`src/hdl/tcbp_pkg.sv`:
```
// constants, types and helpers of the transmit buffer command parser
package tcbp_pkg;
  // register byte addresses
  localparam logic [3:0] ADDR_DATA = 4'h0;
  localparam logic [3:0] ADDR_STAT = 4'h4;
  localparam logic [3:0] ADDR_PKT = 4'h8;
  // status register fields
  localparam int STAT_ERR = 0;
  localparam int STAT_DONE = 1;
  localparam int STAT_ST_LO = 2;
  localparam int STAT_BUSY = 4;
  // command word one fields
  localparam int A_IOC = 31;
  localparam int A_ALIGN_LO = 24;
  localparam int A_OFF_LO = 16;
  localparam int A_FIRST = 13;
  localparam int A_LAST = 12;
  // command word two fields
  localparam int B_TAG_LO = 16;
  localparam int B_CRC_DIS = 13;
  localparam int B_PAD_DIS = 12;
  // alignment codes
  localparam logic [1:0] ALIGN_4 = 2'h0;
  localparam logic [1:0] ALIGN_16 = 2'h1;
  localparam logic [1:0] ALIGN_32 = 2'h2;
  localparam logic [1:0] ALIGN_RSV = 2'h3;
  // reset values
  localparam logic [31:0] RDATA_RST = 32'h0000_0000;
  localparam logic [11:0] SUM_RST = 12'h000;

  typedef enum logic [1:0] {
    TCBP_CMD_A = 2'h0,
    TCBP_CMD_B = 2'h1,
    TCBP_BODY = 2'h3
  } tcbp_state_e;

  typedef struct packed {
    logic irq_done;
    logic [1:0] align;
    logic [4:0] offset;
    logic first_seg_flag;
    logic last_seg_flag;
    logic [10:0] size;
  } tcbp_cmd_a_s;

  typedef struct packed {
    logic [15:0] tag;
    logic crc_add;
    logic pad_en;
    logic [10:0] len;
  } tcbp_pkt_s;

  typedef struct packed {
    logic [7:0] data;
    logic valid;
    logic sop;
    logic eop;
  } tcbp_mac_s;

  // lanes first .. first+cnt-1 set
  function automatic logic [3:0] lane_mask(input logic [1:0] first, input logic [2:0] cnt);
    logic [7:0] t;
    t = ((8'h01 << cnt) - 8'h01) << first;
    return t[3:0];
  endfunction
endpackage

```
`src/hdl/tcbp_cmd_decode.sv`:
```
// field split and word counts of a transmit command pair
`timescale 1ns/10ps
module tcbp_cmd_decode
  import tcbp_pkg::*;
(
  // raw word
  input wire logic [31:0] word,
  // decoded fields
  output tcbp_pkg::tcbp_cmd_a_s cmd_a,
  output tcbp_pkg::tcbp_pkt_s pkt,
  // word counts of the buffer body
  output logic [2:0] skip_words,
  output logic [9:0] data_words,
  output logic [9:0] total_words
);
  logic [12:0] span;
  logic [12:0] amask;
  logic [12:0] dsum;
  logic [12:0] rnd;

  always_comb begin
    cmd_a.irq_done = word[A_IOC];
    cmd_a.align = word[A_ALIGN_LO+1:A_ALIGN_LO];
    cmd_a.offset = word[A_OFF_LO+4:A_OFF_LO];
    cmd_a.first_seg_flag = word[A_FIRST];
    cmd_a.last_seg_flag = word[A_LAST];
    cmd_a.size = word[10:0];
    pkt.tag = word[B_TAG_LO+15:B_TAG_LO];
    pkt.crc_add = !word[B_CRC_DIS] || word[B_PAD_DIS];
    pkt.pad_en = !word[B_PAD_DIS];
    pkt.len = word[10:0];
    skip_words = cmd_a.offset[4:2];
    dsum = {11'h000, cmd_a.offset[1:0]} + {2'h0, cmd_a.size} + 13'h0003;
    data_words = dsum[11:2];
    // body spans offset plus data, rounded up to the alignment
    case (cmd_a.align)
      ALIGN_16: amask = 13'h000F;
      ALIGN_32: amask = 13'h001F;
      default: amask = 13'h0003;
    endcase
    span = {8'h00, cmd_a.offset} + {2'h0, cmd_a.size};
    rnd = (span + amask) & ~amask;
    total_words = rnd[11:2];
  end
endmodule

```
`src/hdl/tcbp_byte_ser.sv`:
```
// one-word holding stage that hands valid bytes to the transmit path
`timescale 1ns/10ps
module tcbp_byte_ser
  import tcbp_pkg::*;
(
  // clock and reset
  input wire logic clk,
  input wire logic rst_n,
  // word side
  input wire logic load,
  input wire logic [31:0] word,
  input wire logic [3:0] mask,
  input wire logic sop,
  input wire logic eop,
  output logic ready,
  // transmit path side
  input wire logic mac_ready,
  output tcbp_pkg::tcbp_mac_s mac
);
  logic [31:0] word_q, word_d;
  logic [3:0] mask_q, mask_d;
  logic sop_q, sop_d, eop_q, eop_d;
  tcbp_mac_s mac_q, mac_d;
  logic [1:0] lane;
  logic [1:0] last_lane_q, last_lane_d;
  logic take;
  logic [3:0] rest;

  assign ready = (mask_q == 4'h0);
  assign mac = mac_q;

  always_comb begin
    word_d = word_q;
    mask_d = mask_q;
    sop_d = sop_q;
    eop_d = eop_q;
    mac_d = mac_q;
    last_lane_d = last_lane_q;
    lane = 2'h3;
    // lowest pending lane goes first
    for (int i = 3; i >= 0; i--) begin
      if (mask_q[i]) begin
        lane = i[1:0];
      end
    end
    rest = mask_q & ~(4'h1 << lane);
    take = (mask_q != 4'h0) && (!mac_q.valid || mac_ready);
    if (!mac_q.valid || mac_ready) begin
      mac_d.valid = 1'b0;
      mac_d.sop = 1'b0;
      mac_d.eop = 1'b0;
    end
    if (take) begin
      mac_d.data = word_q[8*lane +: 8];
      mac_d.valid = 1'b1;
      mac_d.sop = sop_q;
      mac_d.eop = eop_q && (rest == 4'h0);
      mask_d = rest;
      sop_d = 1'b0;
      last_lane_d = lane;
    end
    if (load && ready) begin
      word_d = word;
      mask_d = mask;
      sop_d = sop;
      eop_d = eop;
    end
  end

  always_ff @(posedge clk or negedge rst_n) begin
    if (!rst_n) begin
      word_q <= 32'h0000_0000;
      mask_q <= 4'h0;
      sop_q <= 1'b0;
      eop_q <= 1'b0;
      mac_q <= '0;
      last_lane_q <= 2'h0;
    end else begin
      word_q <= word_d;
      mask_q <= mask_d;
      sop_q <= sop_d;
      eop_q <= eop_d;
      mac_q <= mac_d;
      last_lane_q <= last_lane_d;
    end
  end
endmodule

```
`src/hdl/tcbp_tx_parser.sv`:
```
// transmit buffer command parser with avalon register port
`timescale 1ns/10ps
module tcbp_tx_parser
  import tcbp_pkg::*;
(
  // clock and reset
  input wire logic clk,
  input wire logic rst_n,
  // avalon-mm slave
  input wire logic [3:0] address,
  input wire logic read,
  input wire logic write,
  input wire logic [3:0] byteenable,
  input wire logic [31:0] writedata,
  output logic [31:0] readdata,
  output logic waitrequest,
  // transmit path
  input wire logic mac_ready,
  output tcbp_pkg::tcbp_mac_s mac_tx_path,
  output tcbp_pkg::tcbp_pkt_s mac_pkt,
  // flags
  output logic tx_error_flag,
  output logic tx_buffer_done_flag
);
  tcbp_state_e state_q, state_d;
  tcbp_cmd_a_s bufa_q, bufa_d;
  tcbp_pkt_s pkt_q, pkt_d;
  logic [2:0] skip_q, skip_d;
  logic [9:0] dw_q, dw_d;
  logic [9:0] tot_q, tot_d;
  logic [9:0] w_q, w_d;
  logic [10:0] rem_q, rem_d;
  logic first_q, first_d;
  logic [11:0] sum_q, sum_d;
  logic err_q, err_d;
  logic done_q, done_d;
  logic wait_q, wait_d;
  logic [31:0] rdata_q, rdata_d;

  tcbp_cmd_a_s dec_a;
  tcbp_pkt_s dec_pkt;
  logic [2:0] dec_skip;
  logic [9:0] dec_dw;
  logic [9:0] dec_tot;

  logic ser_load;
  logic [3:0] ser_mask;
  logic ser_sop;
  logic ser_eop;
  logic ser_ready;

  logic req;
  logic acc;
  logic acc_wr;
  logic in_data;
  logic can_take;
  logic end_buf;
  logic [1:0] lane0;
  logic [2:0] room;
  logic [2:0] cnt;

  tcbp_cmd_decode u_dec (
    .word(writedata),
    .cmd_a(dec_a),
    .pkt(dec_pkt),
    .skip_words(dec_skip),
    .data_words(dec_dw),
    .total_words(dec_tot)
  );

  tcbp_byte_ser u_ser (
    .clk(clk),
    .rst_n(rst_n),
    .load(ser_load),
    .word(writedata),
    .mask(ser_mask),
    .sop(ser_sop),
    .eop(ser_eop),
    .ready(ser_ready),
    .mac_ready(mac_ready),
    .mac(mac_tx_path)
  );

  assign readdata = rdata_q;
  assign waitrequest = wait_q;
  assign mac_pkt = pkt_q;
  assign tx_error_flag = err_q;
  assign tx_buffer_done_flag = done_q;

  // bus handshake: waitrequest idles high and drops for the one edge that completes
  assign req = read || write;
  assign acc = req && !wait_q;
  assign acc_wr = acc && write && (address == ADDR_DATA);
  // leading skip words sit before the data, filler words after it
  assign in_data = (w_q >= {7'h00, skip_q}) && (w_q < ({7'h00, skip_q} + dw_q));
  assign lane0 = first_q ? bufa_q.offset[1:0] : 2'h0;
  assign room = 3'h4 - {1'b0, lane0};
  assign cnt = (rem_q < {8'h00, room}) ? rem_q[2:0] : room;

  always_comb begin
    can_take = 1'b1;
    if (write && (address == ADDR_DATA) && (state_q == TCBP_BODY) && in_data && !ser_ready) begin
      can_take = 1'b0;
    end
    wait_d = 1'b1;
    rdata_d = rdata_q;
    if (req && wait_q && can_take) begin
      wait_d = 1'b0;
      rdata_d = RDATA_RST;
      if (read) begin
        case (address)
          ADDR_STAT: begin
            rdata_d[STAT_ERR] = err_q;
            rdata_d[STAT_DONE] = done_q;
            rdata_d[STAT_ST_LO +: 2] = state_q;
            rdata_d[STAT_BUSY] = !ser_ready;
          end
          ADDR_PKT: begin
            rdata_d[B_TAG_LO +: 16] = pkt_q.tag;
            rdata_d[B_CRC_DIS] = pkt_q.crc_add;
            rdata_d[B_PAD_DIS] = pkt_q.pad_en;
            rdata_d[10:0] = pkt_q.len;
          end
          default: rdata_d = RDATA_RST;
        endcase
      end
    end
  end

  always_comb begin
    state_d = state_q;
    bufa_d = bufa_q;
    pkt_d = pkt_q;
    skip_d = skip_q;
    dw_d = dw_q;
    tot_d = tot_q;
    w_d = w_q;
    rem_d = rem_q;
    first_d = first_q;
    sum_d = sum_q;
    err_d = err_q;
    done_d = done_q;
    ser_load = 1'b0;
    ser_mask = 4'h0;
    ser_sop = 1'b0;
    ser_eop = 1'b0;
    end_buf = 1'b0;
    // write-one-to-clear; a set in the same cycle overrides below
    if (acc && write && (address == ADDR_STAT) && byteenable[0]) begin
      if (writedata[STAT_ERR]) begin
        err_d = 1'b0;
      end
      if (writedata[STAT_DONE]) begin
        done_d = 1'b0;
      end
    end
    if (acc_wr) begin
      case (state_q)
        TCBP_CMD_A: begin
          bufa_d = dec_a;
          skip_d = dec_skip;
          dw_d = dec_dw;
          tot_d = dec_tot;
          rem_d = dec_a.size;
          first_d = 1'b1;
          // a first segment restarts the running byte count
          sum_d = (dec_a.first_seg_flag ? SUM_RST : sum_q) + {1'b0, dec_a.size};
          state_d = TCBP_CMD_B;
        end
        TCBP_CMD_B: begin
          if (bufa_q.first_seg_flag) begin
            pkt_d = dec_pkt;
          end
          w_d = 10'h000;
          if (tot_q == 10'h000) begin
            end_buf = 1'b1;
          end else begin
            state_d = TCBP_BODY;
          end
        end
        TCBP_BODY: begin
          if (in_data && (rem_q != 11'h000)) begin
            ser_load = 1'b1;
            ser_mask = lane_mask(lane0, cnt);
            ser_sop = first_q && bufa_q.first_seg_flag;
            rem_d = rem_q - {8'h00, cnt};
            ser_eop = bufa_q.last_seg_flag && (rem_d == 11'h000);
            first_d = 1'b0;
          end
          w_d = w_q + 10'h001;
          if (w_q == (tot_q - 10'h001)) begin
            end_buf = 1'b1;
          end
        end
        default: state_d = TCBP_CMD_A;
      endcase
    end
    if (end_buf) begin
      state_d = TCBP_CMD_A;
      if (bufa_q.irq_done) begin
        done_d = 1'b1;
      end
      // length check against the declared packet length at the last segment
      if (bufa_q.last_seg_flag && (sum_q != {1'b0, pkt_d.len})) begin
        err_d = 1'b1;
      end
      if (bufa_q.align == ALIGN_RSV) begin
        err_d = 1'b1;
      end
    end
  end

  always_ff @(posedge clk or negedge rst_n) begin
    if (!rst_n) begin
      state_q <= TCBP_CMD_A;
      bufa_q <= '0;
      pkt_q <= '0;
      skip_q <= 3'h0;
      dw_q <= 10'h000;
      tot_q <= 10'h000;
      w_q <= 10'h000;
      rem_q <= 11'h000;
      first_q <= 1'b0;
      sum_q <= SUM_RST;
      err_q <= 1'b0;
      done_q <= 1'b0;
      wait_q <= 1'b1;
      rdata_q <= RDATA_RST;
    end else begin
      state_q <= state_d;
      bufa_q <= bufa_d;
      pkt_q <= pkt_d;
      skip_q <= skip_d;
      dw_q <= dw_d;
      tot_q <= tot_d;
      w_q <= w_d;
      rem_q <= rem_d;
      first_q <= first_d;
      sum_q <= sum_d;
      err_q <= err_d;
      done_q <= done_d;
      wait_q <= wait_d;
      rdata_q <= rdata_d;
    end
  end
endmodule

```
`config.mk`:
```
export PLATFORM = sky130hd
export DESIGN_NAME = tcbp_tx_parser
export DESIGN_NICKNAME = d
export VERILOG_FILES = /design/src/hdl/tcbp_pkg.sv /design/src/hdl/tcbp_cmd_decode.sv /design/src/hdl/tcbp_byte_ser.sv /design/src/hdl/tcbp_tx_parser.sv
export SDC_FILE = /design/constraint.sdc
export NUM_CORES = 1
export LEC_CHECK = 0
export ABC_AREA = 0
export BUFFER_PORTS_ARGS = -buffer_cell sky130_fd_sc_hd__buf_4
export CAP_MARGIN = 20
export CORE_UTILIZATION = 64
export CTS_CLUSTER_SIZE = 14
export DETAILED_ROUTE_END_ITERATION = 8
export PLACE_DENSITY = 0.86
export SETUP_SLACK_MARGIN = 0.4
export SKIP_LAST_GASP = 1
export SYNTH_ARGS = -nofsm -noshare
export SYNTH_HDL_FRONTEND = slang
export SYNTH_SLANG_ARGS = --single-unit
```
`constraint.sdc`:
```
create_clock -name clk -period 8.8 [get_ports clk]
set_clock_uncertainty 0.05 [all_clocks]
set_input_delay 0.44 -clock clk [delete_from_list [all_inputs] [get_ports clk]]
set_output_delay 0.44 -clock clk [all_outputs]
set_load 0.005 [all_outputs]
```
* Yosys cells after proc, flatten, opt, wreduce, memory -nomap -nowiden
Cells that the tools add are included.
Cells by class: add/sub/neg operators 11, multiply operators 0, div/mod/pow operators 0, magnitude comparators 3, equality and inequality tests 12, shift operators 4, multiplexer cells 57, bitwise logic cells 4, reductions and logical operators 45
Operators with widths (number):
- $mux W11 | 4
- $mux W32 | 1
- $shiftx A32 B6 Y8 | 1
- $mux W1 | 27
- $pmux W11 S2 | 1
- $mux W4 | 5
- $pmux W10 S2 | 1
- $pmux W5 S2 | 2
- $logic_and A1 B1 Y1 | 19
- $mux W16 | 1
- $mux W2 | 7
- $add A12 B11 Y12 | 1
- $add A12 B2 Y12 const B | 1
- $add A12 B5 Y12 | 1
- $add A2 B11 Y12 | 1
- $add A5 B11 Y12 | 1
- $and A12 B12 Y12 | 1
- $logic_not A4 Y1 | 3
- $mux W12 | 1
- $ne A12 B11 Y1 | 1
- $not A5 Y12 | 1
- $logic_not A11 Y1 | 1
- $lt A11 B3 Y1 | 1
- $reduce_bool A11 Y1 | 1
- other kinds (33) | 52
Word-level totals: bits in registers 179, latch bits 0, RAM bits 0, memory bits (read-only) 0, input port bits 45, output and inout port bits 75, logic and storage cells 165, memories kept 0

* Longest topological paths before layout
depth in word-level cells 11, mapped depth 22, mapped depth without buffers 19

* By module
From an unflattened synthesis, not the netlist that was laid out.
Unflattened totals: cells, all modules 1096, area total of the unflattened synthesis 10732.8 µm²
By module, submodules not included:
- tcbp_tx_parser | instances 1, cells an instance 807, area an instance 7374.6 µm², seq. area each 3179.3 µm²
- tcbp_byte_ser | instances 1, cells an instance 152, area an instance 2273.4 µm², seq. area each 1226.2 µm²
- tcbp_cmd_decode | instances 1, cells an instance 137, area an instance 1084.8 µm², seq. area each 0.0 µm²

* Worst setup path after synthesis
Ideal clock, no wire load.
path type flip-flop to flip-flop, start register first_q, end register rem_q[6], library setup time 0.129 ns, data arrival time 3.988 ns, data required time 8.621 ns, path slack 4.633 ns, cell stages (with the launch flop) 23, buffers on the path 3, clock period less this slack 4.167 ns, cells stage by stage dfrtp_1 clkbuf_1 and2_1 inv_1 ha_1 inv_1 ha_1 nor3_1 nand3_1 a21oi_1 clkbuf_1 nand2_1 o21ai_0 ha_1 inv_1 ha_1 a221o_1 nand3_1 nand2b_1 clkbuf_1 o31a_1 o21ai_0 o21ai_0
Between the ends: cells in the longest elaborated chain, start to end 7
RTL lines:
- from (decl) | line tcbp_tx_parser.sv:33 | logic first_q, first_d;
- from (signal assigned) | line tcbp_tx_parser.sv:238 | first_q <= first_d;
- $mux W2 * | line tcbp_tx_parser.sv:96 | assign lane0 = first_q ? bufa_q.offset[1:0] : 2'h0;
- $sub A3 B2 Y3 * | line tcbp_tx_parser.sv:97 | assign room = 3'h4 - {1'b0, lane0};
- $lt A11 B3 Y1 | line tcbp_tx_parser.sv:98 | assign cnt = (rem_q < {8'h00, room}) ? rem_q[2:0] : room;
- $mux W3 * | line tcbp_tx_parser.sv:98
- $sub A11 B3 Y11 * | line tcbp_tx_parser.sv:186 | rem_d = rem_q - {8'h00, cnt};
- $mux W11 * | line tcbp_tx_parser.sv:182 | if (in_data && (rem_q != 11'h000)) begin
- $pmux W11 S2 * | line tcbp_tx_parser.sv:158 | case (state_q)
- to (signal assigned) | line tcbp_tx_parser.sv:237 | rem_q <= rem_d;
- to (decl) | line tcbp_tx_parser.sv:32 | logic [10:0] rem_q, rem_d;
Every way passes the cells marked *; elsewhere a longest branch is shown, timed or not. The select of a mux whose other input is x is not followed. A chain may end at the register's enable or synchronous reset.

* Final worst setup path
start register first_q, end register u_ser.eop_q
Between the ends: cells in the longest elaborated chain, start to end 10
RTL lines:
- $mux W2 * | line tcbp_tx_parser.sv:96
- $sub A3 B2 Y3 * | line tcbp_tx_parser.sv:97
- $lt A11 B3 Y1 | line tcbp_tx_parser.sv:98
- $mux W3 * | line tcbp_tx_parser.sv:98
- $sub A11 B3 Y11 * | line tcbp_tx_parser.sv:186
- $logic_not A11 Y1 * | line tcbp_tx_parser.sv:187 | ser_eop = bufa_q.last_seg_flag && (rem_d == 11'h000);
- $logic_and A1 B1 Y1 * | line tcbp_tx_parser.sv:187
- $mux W1 * | line tcbp_tx_parser.sv:182
- $mux W1 * | line tcbp_tx_parser.sv:158
- $mux W1 * | line tcbp_tx_parser.sv:157 | if (acc_wr) begin
- to (signal assigned) | line tcbp_byte_ser.sv:82 | eop_q <= eop_d;
- to (decl) | line tcbp_byte_ser.sv:22 | logic sop_q, sop_d, eop_q, eop_d;
Every way passes the cells marked *; elsewhere a longest branch is shown, timed or not.

==> impl_metrics.tcl <==
set metrics [dict create \
    status "finished clean" \
    ff2ff_setup_slack_ns 3.73 \
    post-route-drc-count 0 \
    startpoint "first_q$_DFFE_PN0P_" \
    gp_congestion 0.8935 \
    num_vias 8363 \
    min_period_ns 5.069 \
    holdWs_ns 0.1327 \
    setup_viol 0 \
    min_path_type "primary input to register" \
    ff2ff_path_depth 19 \
    drive_above_1_share 0.1913 \
    rows 45 \
    wirelength_mm 26.14 \
    crit_fanout 13 \
    cts.sinks 176 \
    fin_area_sq_um 11440 \
    grt_use_total 0.3309 \
    p_clk_frac 0.308 \
    max-clock-path-buffers 2 \
    dp_slack_ns 3.910 \
    ys_seq_area_frac 0.4450 \
    initial_core_util 0.6536 \
    drtPass1Iterations 7 \
    postRouteAntennaNets 0 \
    worstReg2RegEnd "u_ser.eop_q$_DFFE_PN0P_" \
    switching_share 0.3496 \
    numCtsBuffers 17 \
    io_pins 120 \
    grt_max_degree 118 \
    area_delta_synth_final_pct 15.58 \
    synth_cell_types 66 \
    irDropWorstVdd_mv 0.1382 \
    powerDensity_nw_per_um2 206.5 \
    synthTopCellsByArea "dfrtp_1 44%, nand2_1 6.1%, ha_1 5.2%" \
    drv_cap 0 \
    viasPerCell 6.264 \
    io_buffers 113 \
    syn-instance-count 1047 \
    antenna_found_initial 0 \
    yosysTopAreaCell "dfrtp_1" \
    ys.flop_type "dfrtp_1" \
    critical_path_arrival_ns 5.39 \
    ys_seq_elements 176 \
    synth_warnings 0 \
    required_ns 9.12 \
    dp_hpwl_mm 17.54 \
    synth.most_common_cell "dfrtp_1" \
    layout_worst_path_cycle_share 0.5760 \
    grt_pass1_wl_mm 41.05 \
    internal_power_mw 1.537 \
    cp-end-kind "register" \
    synthArstFlopShare 1.000 \
    htreeDepth 4 \
    syn-cell-area_sq_um 9899 \
    synth_top_area_frac 0.4424 \
    synth_edf_count 0 \
    post-layout-total-power_mw 2.363 \
    die_x_microns 126.4 \
    synthTopCellsByCount "175 x dfrtp_1, 160 x nand2_1, 102 x o21ai_0" \
    wire_per_inst_microns 19.58 \
    dieArea_sq_um 15970 \
    core_sq_um 15150 \
    clock_latency_ns 0.44 \
    fin_ws_ns 3.731 \
    slew_headroom 0.3197 \
    dpl-instance-area_sq_um 10810 \
    start_kind "register" \
    p_seq_frac 0.424 \
    tightestPinTransition_ns 1.020 \
    crit_type "register to register" \
    grt_pass1_vias 7849 \
    reg2reg_from "first_q$_DFFE_PN0P_" \
    avgSynthCellArea_sq_um 9.455 \
    rsz0062_at_grt "no" \
    tns_ns 0 \
    dieHeight_microns 126.4 \
    p_sw_uw 826.2 \
    crit_path_end "u_ser.eop_q$_DFFE_PN0P_" \
    cts-root-buf "clkbuf_16" \
    finalNetCount 1225 \
    post-cts-setup-buffers 0 \
    clkTransAtPathRegs_ns 0.07 \
    final-hold-violation-count 0 \
    cts_tree "done" \
    grt-ovfl-total 0 \
    p_leak_nw 5.517 \
    maxSlewViolCount 0 \
    first_iter_violations 749 \
    pwr-share-comb 0.269 \
    clock.fmax_ghz 0.1973 \
]
[state kept, by name, summed over array words and instances, names as in the netlist]
signal               cells
first_q                  1
tot_q                   10
dw_q                    10
u_ser.mac               11
u_ser.sop_q              1
skip_q                   3
sum_q                   12
tx_error_flag            1
w_q                     10
u_ser.eop_q              1
state_q                  2
readdata                29
u_ser.mask_q             4
waitrequest              1
tx_buffer_done_flag      1
mac_pkt                 29
rem_q                   11
bufa_q                   7
u_ser.word_q            32
[what timing repair did]
action                    in CTS  in global routing
hold buffers                   0                  1
hold endpoints to repair       0                 58
resized for setup              0                  0
[per-layer routing]
metal | vias to the layer above | global-route usage | routed length [microns]
met5 | - | 0 | 0
met1 | 4119 | 0.4484 | 10980
met4 | 0 | 0.1616 | 1084
met2 | 351 | 0.5158 | 12340
met3 | 79 | 0.06284 | 1735
li1 | 3814 | - | -
[kinds of logic (layout without fill, tap and decap cells)]
| logic type | count (synthesis) | in the layout | synth area share |
|---|---|---|---|
| and+or+nand+nor | 359 | 359 | 0.1706 |
| AOI/OAI and AO/OA | 245 | 245 | 0.1503 |
| DFF | 176 | 176 | 0.4450 |
| buffers and inverters | 94 | 190 | 0.03943 |
| muxes | 63 | 63 | 0.07432 |
| xor gates and xnor gates | 61 | 61 | 0.05397 |
| adders and majority gates | 48 | 48 | 0.06598 |
| other | 1 | 5 | 0.0003788 |
[power by group through the flow]
stage               Sequential, mW  Combinational, mW  Clock (mW)
floorplan                    0.959              0.488           0
global placement              1.01              0.584           0
detailed placement            1.01              0.611           0
CTS                          0.997              0.620       0.732
global route                  1.01              0.709       0.762
finish                        1.00              0.635       0.727
[placed cells by master (no fill, tap or decap), types with 3 or more instances in the layout]
cell type / instances
a21o_1: 9
a21oi_1: 63
a22o_1: 13
a31oi_1: 9
and2_1: 4
and3_1: 7
buf_4: 118
clkbuf_16: 17
clkinv_4: 4
conb_1: 3
dfrtp_1: 175
fa_1: 7
ha_1: 41
inv_1: 36
inv_8: 7
mux2_2: 44
mux2_4: 10
mux2i_1: 9
nand2_1: 160
nand2b_1: 12
nand3_1: 20
nand4_1: 12
nor2_1: 64
nor2b_1: 22
nor3_1: 17
nor3b_1: 4
nor4_1: 11
o211ai_1: 4
o21a_1: 6
o21ai_0: 102
o21bai_1: 3
o31a_1: 3
o31ai_1: 13
or3_1: 8
xnor2_1: 28
xor2_1: 33
[worst max-delay path, stage by stage (launching register included)]
cell       delay [ns]
dfrtp_1          0.48
and2_1           0.23
inv_1            0.17
ha_1             0.30
inv_1            0.12
ha_1             0.19
nor3_1           0.25
nand3_1          0.16
a21oi_1          0.82
nand2_1          0.14
o21ai_0          0.15
ha_1             0.19
inv_1            0.07
nand2b_1         0.09
a21oi_1          0.11
o31ai_4          0.42
nand3_1          0.16
a2111oi_0        0.58
nand4_1          0.21
nand2_1          0.10
[stage by stage]
stage	util	instances
floorplan	-	1049
global placement	0.7135	1298
detailed placement	0.7135	1298
CTS	0.7508	1330
global route	0.7551	1333
finish	0.7555	1335
[worst min-delay path by stage]
stage | slack, ns | end | depth (start not counted) | startpoint
global route | 0.14 | mac_pkt[11]$_DFFE_PN0P_ | 2 | writedata[12]
global placement | 0.41 | u_ser.mac[1]$_DFFE_PN0P_ | 2 | u_ser.mac[1]$_DFFE_PN0P_
detailed placement | 0.42 | u_ser.eop_q$_DFFE_PN0P_ | 2 | u_ser.eop_q$_DFFE_PN0P_
finish | 0.13 | mac_pkt[11]$_DFFE_PN0P_ | 2 | writedata[12]
CTS | 0.12 | mac_pkt[11]$_DFFE_PN0P_ | 2 | writedata[12]
floorplan | 0.09 | bufa_q[11]$_DFFE_PN0P_ | 0 | rst_n
[cell type report]
type	instances	area, sq um
Inverter	36	135.1
Sequential cell	176	4405
Clock buffer	18	429.2
Tap cell	188	235.2
Antenna cell	2	5.005
Clock inverter	14	136.4
Fill cell	969	3704
Timing Repair Buffer	122	962.2
Multi-Input combinational cell	779	5134
No activity file was read; power rests on OpenSTA's default activity.
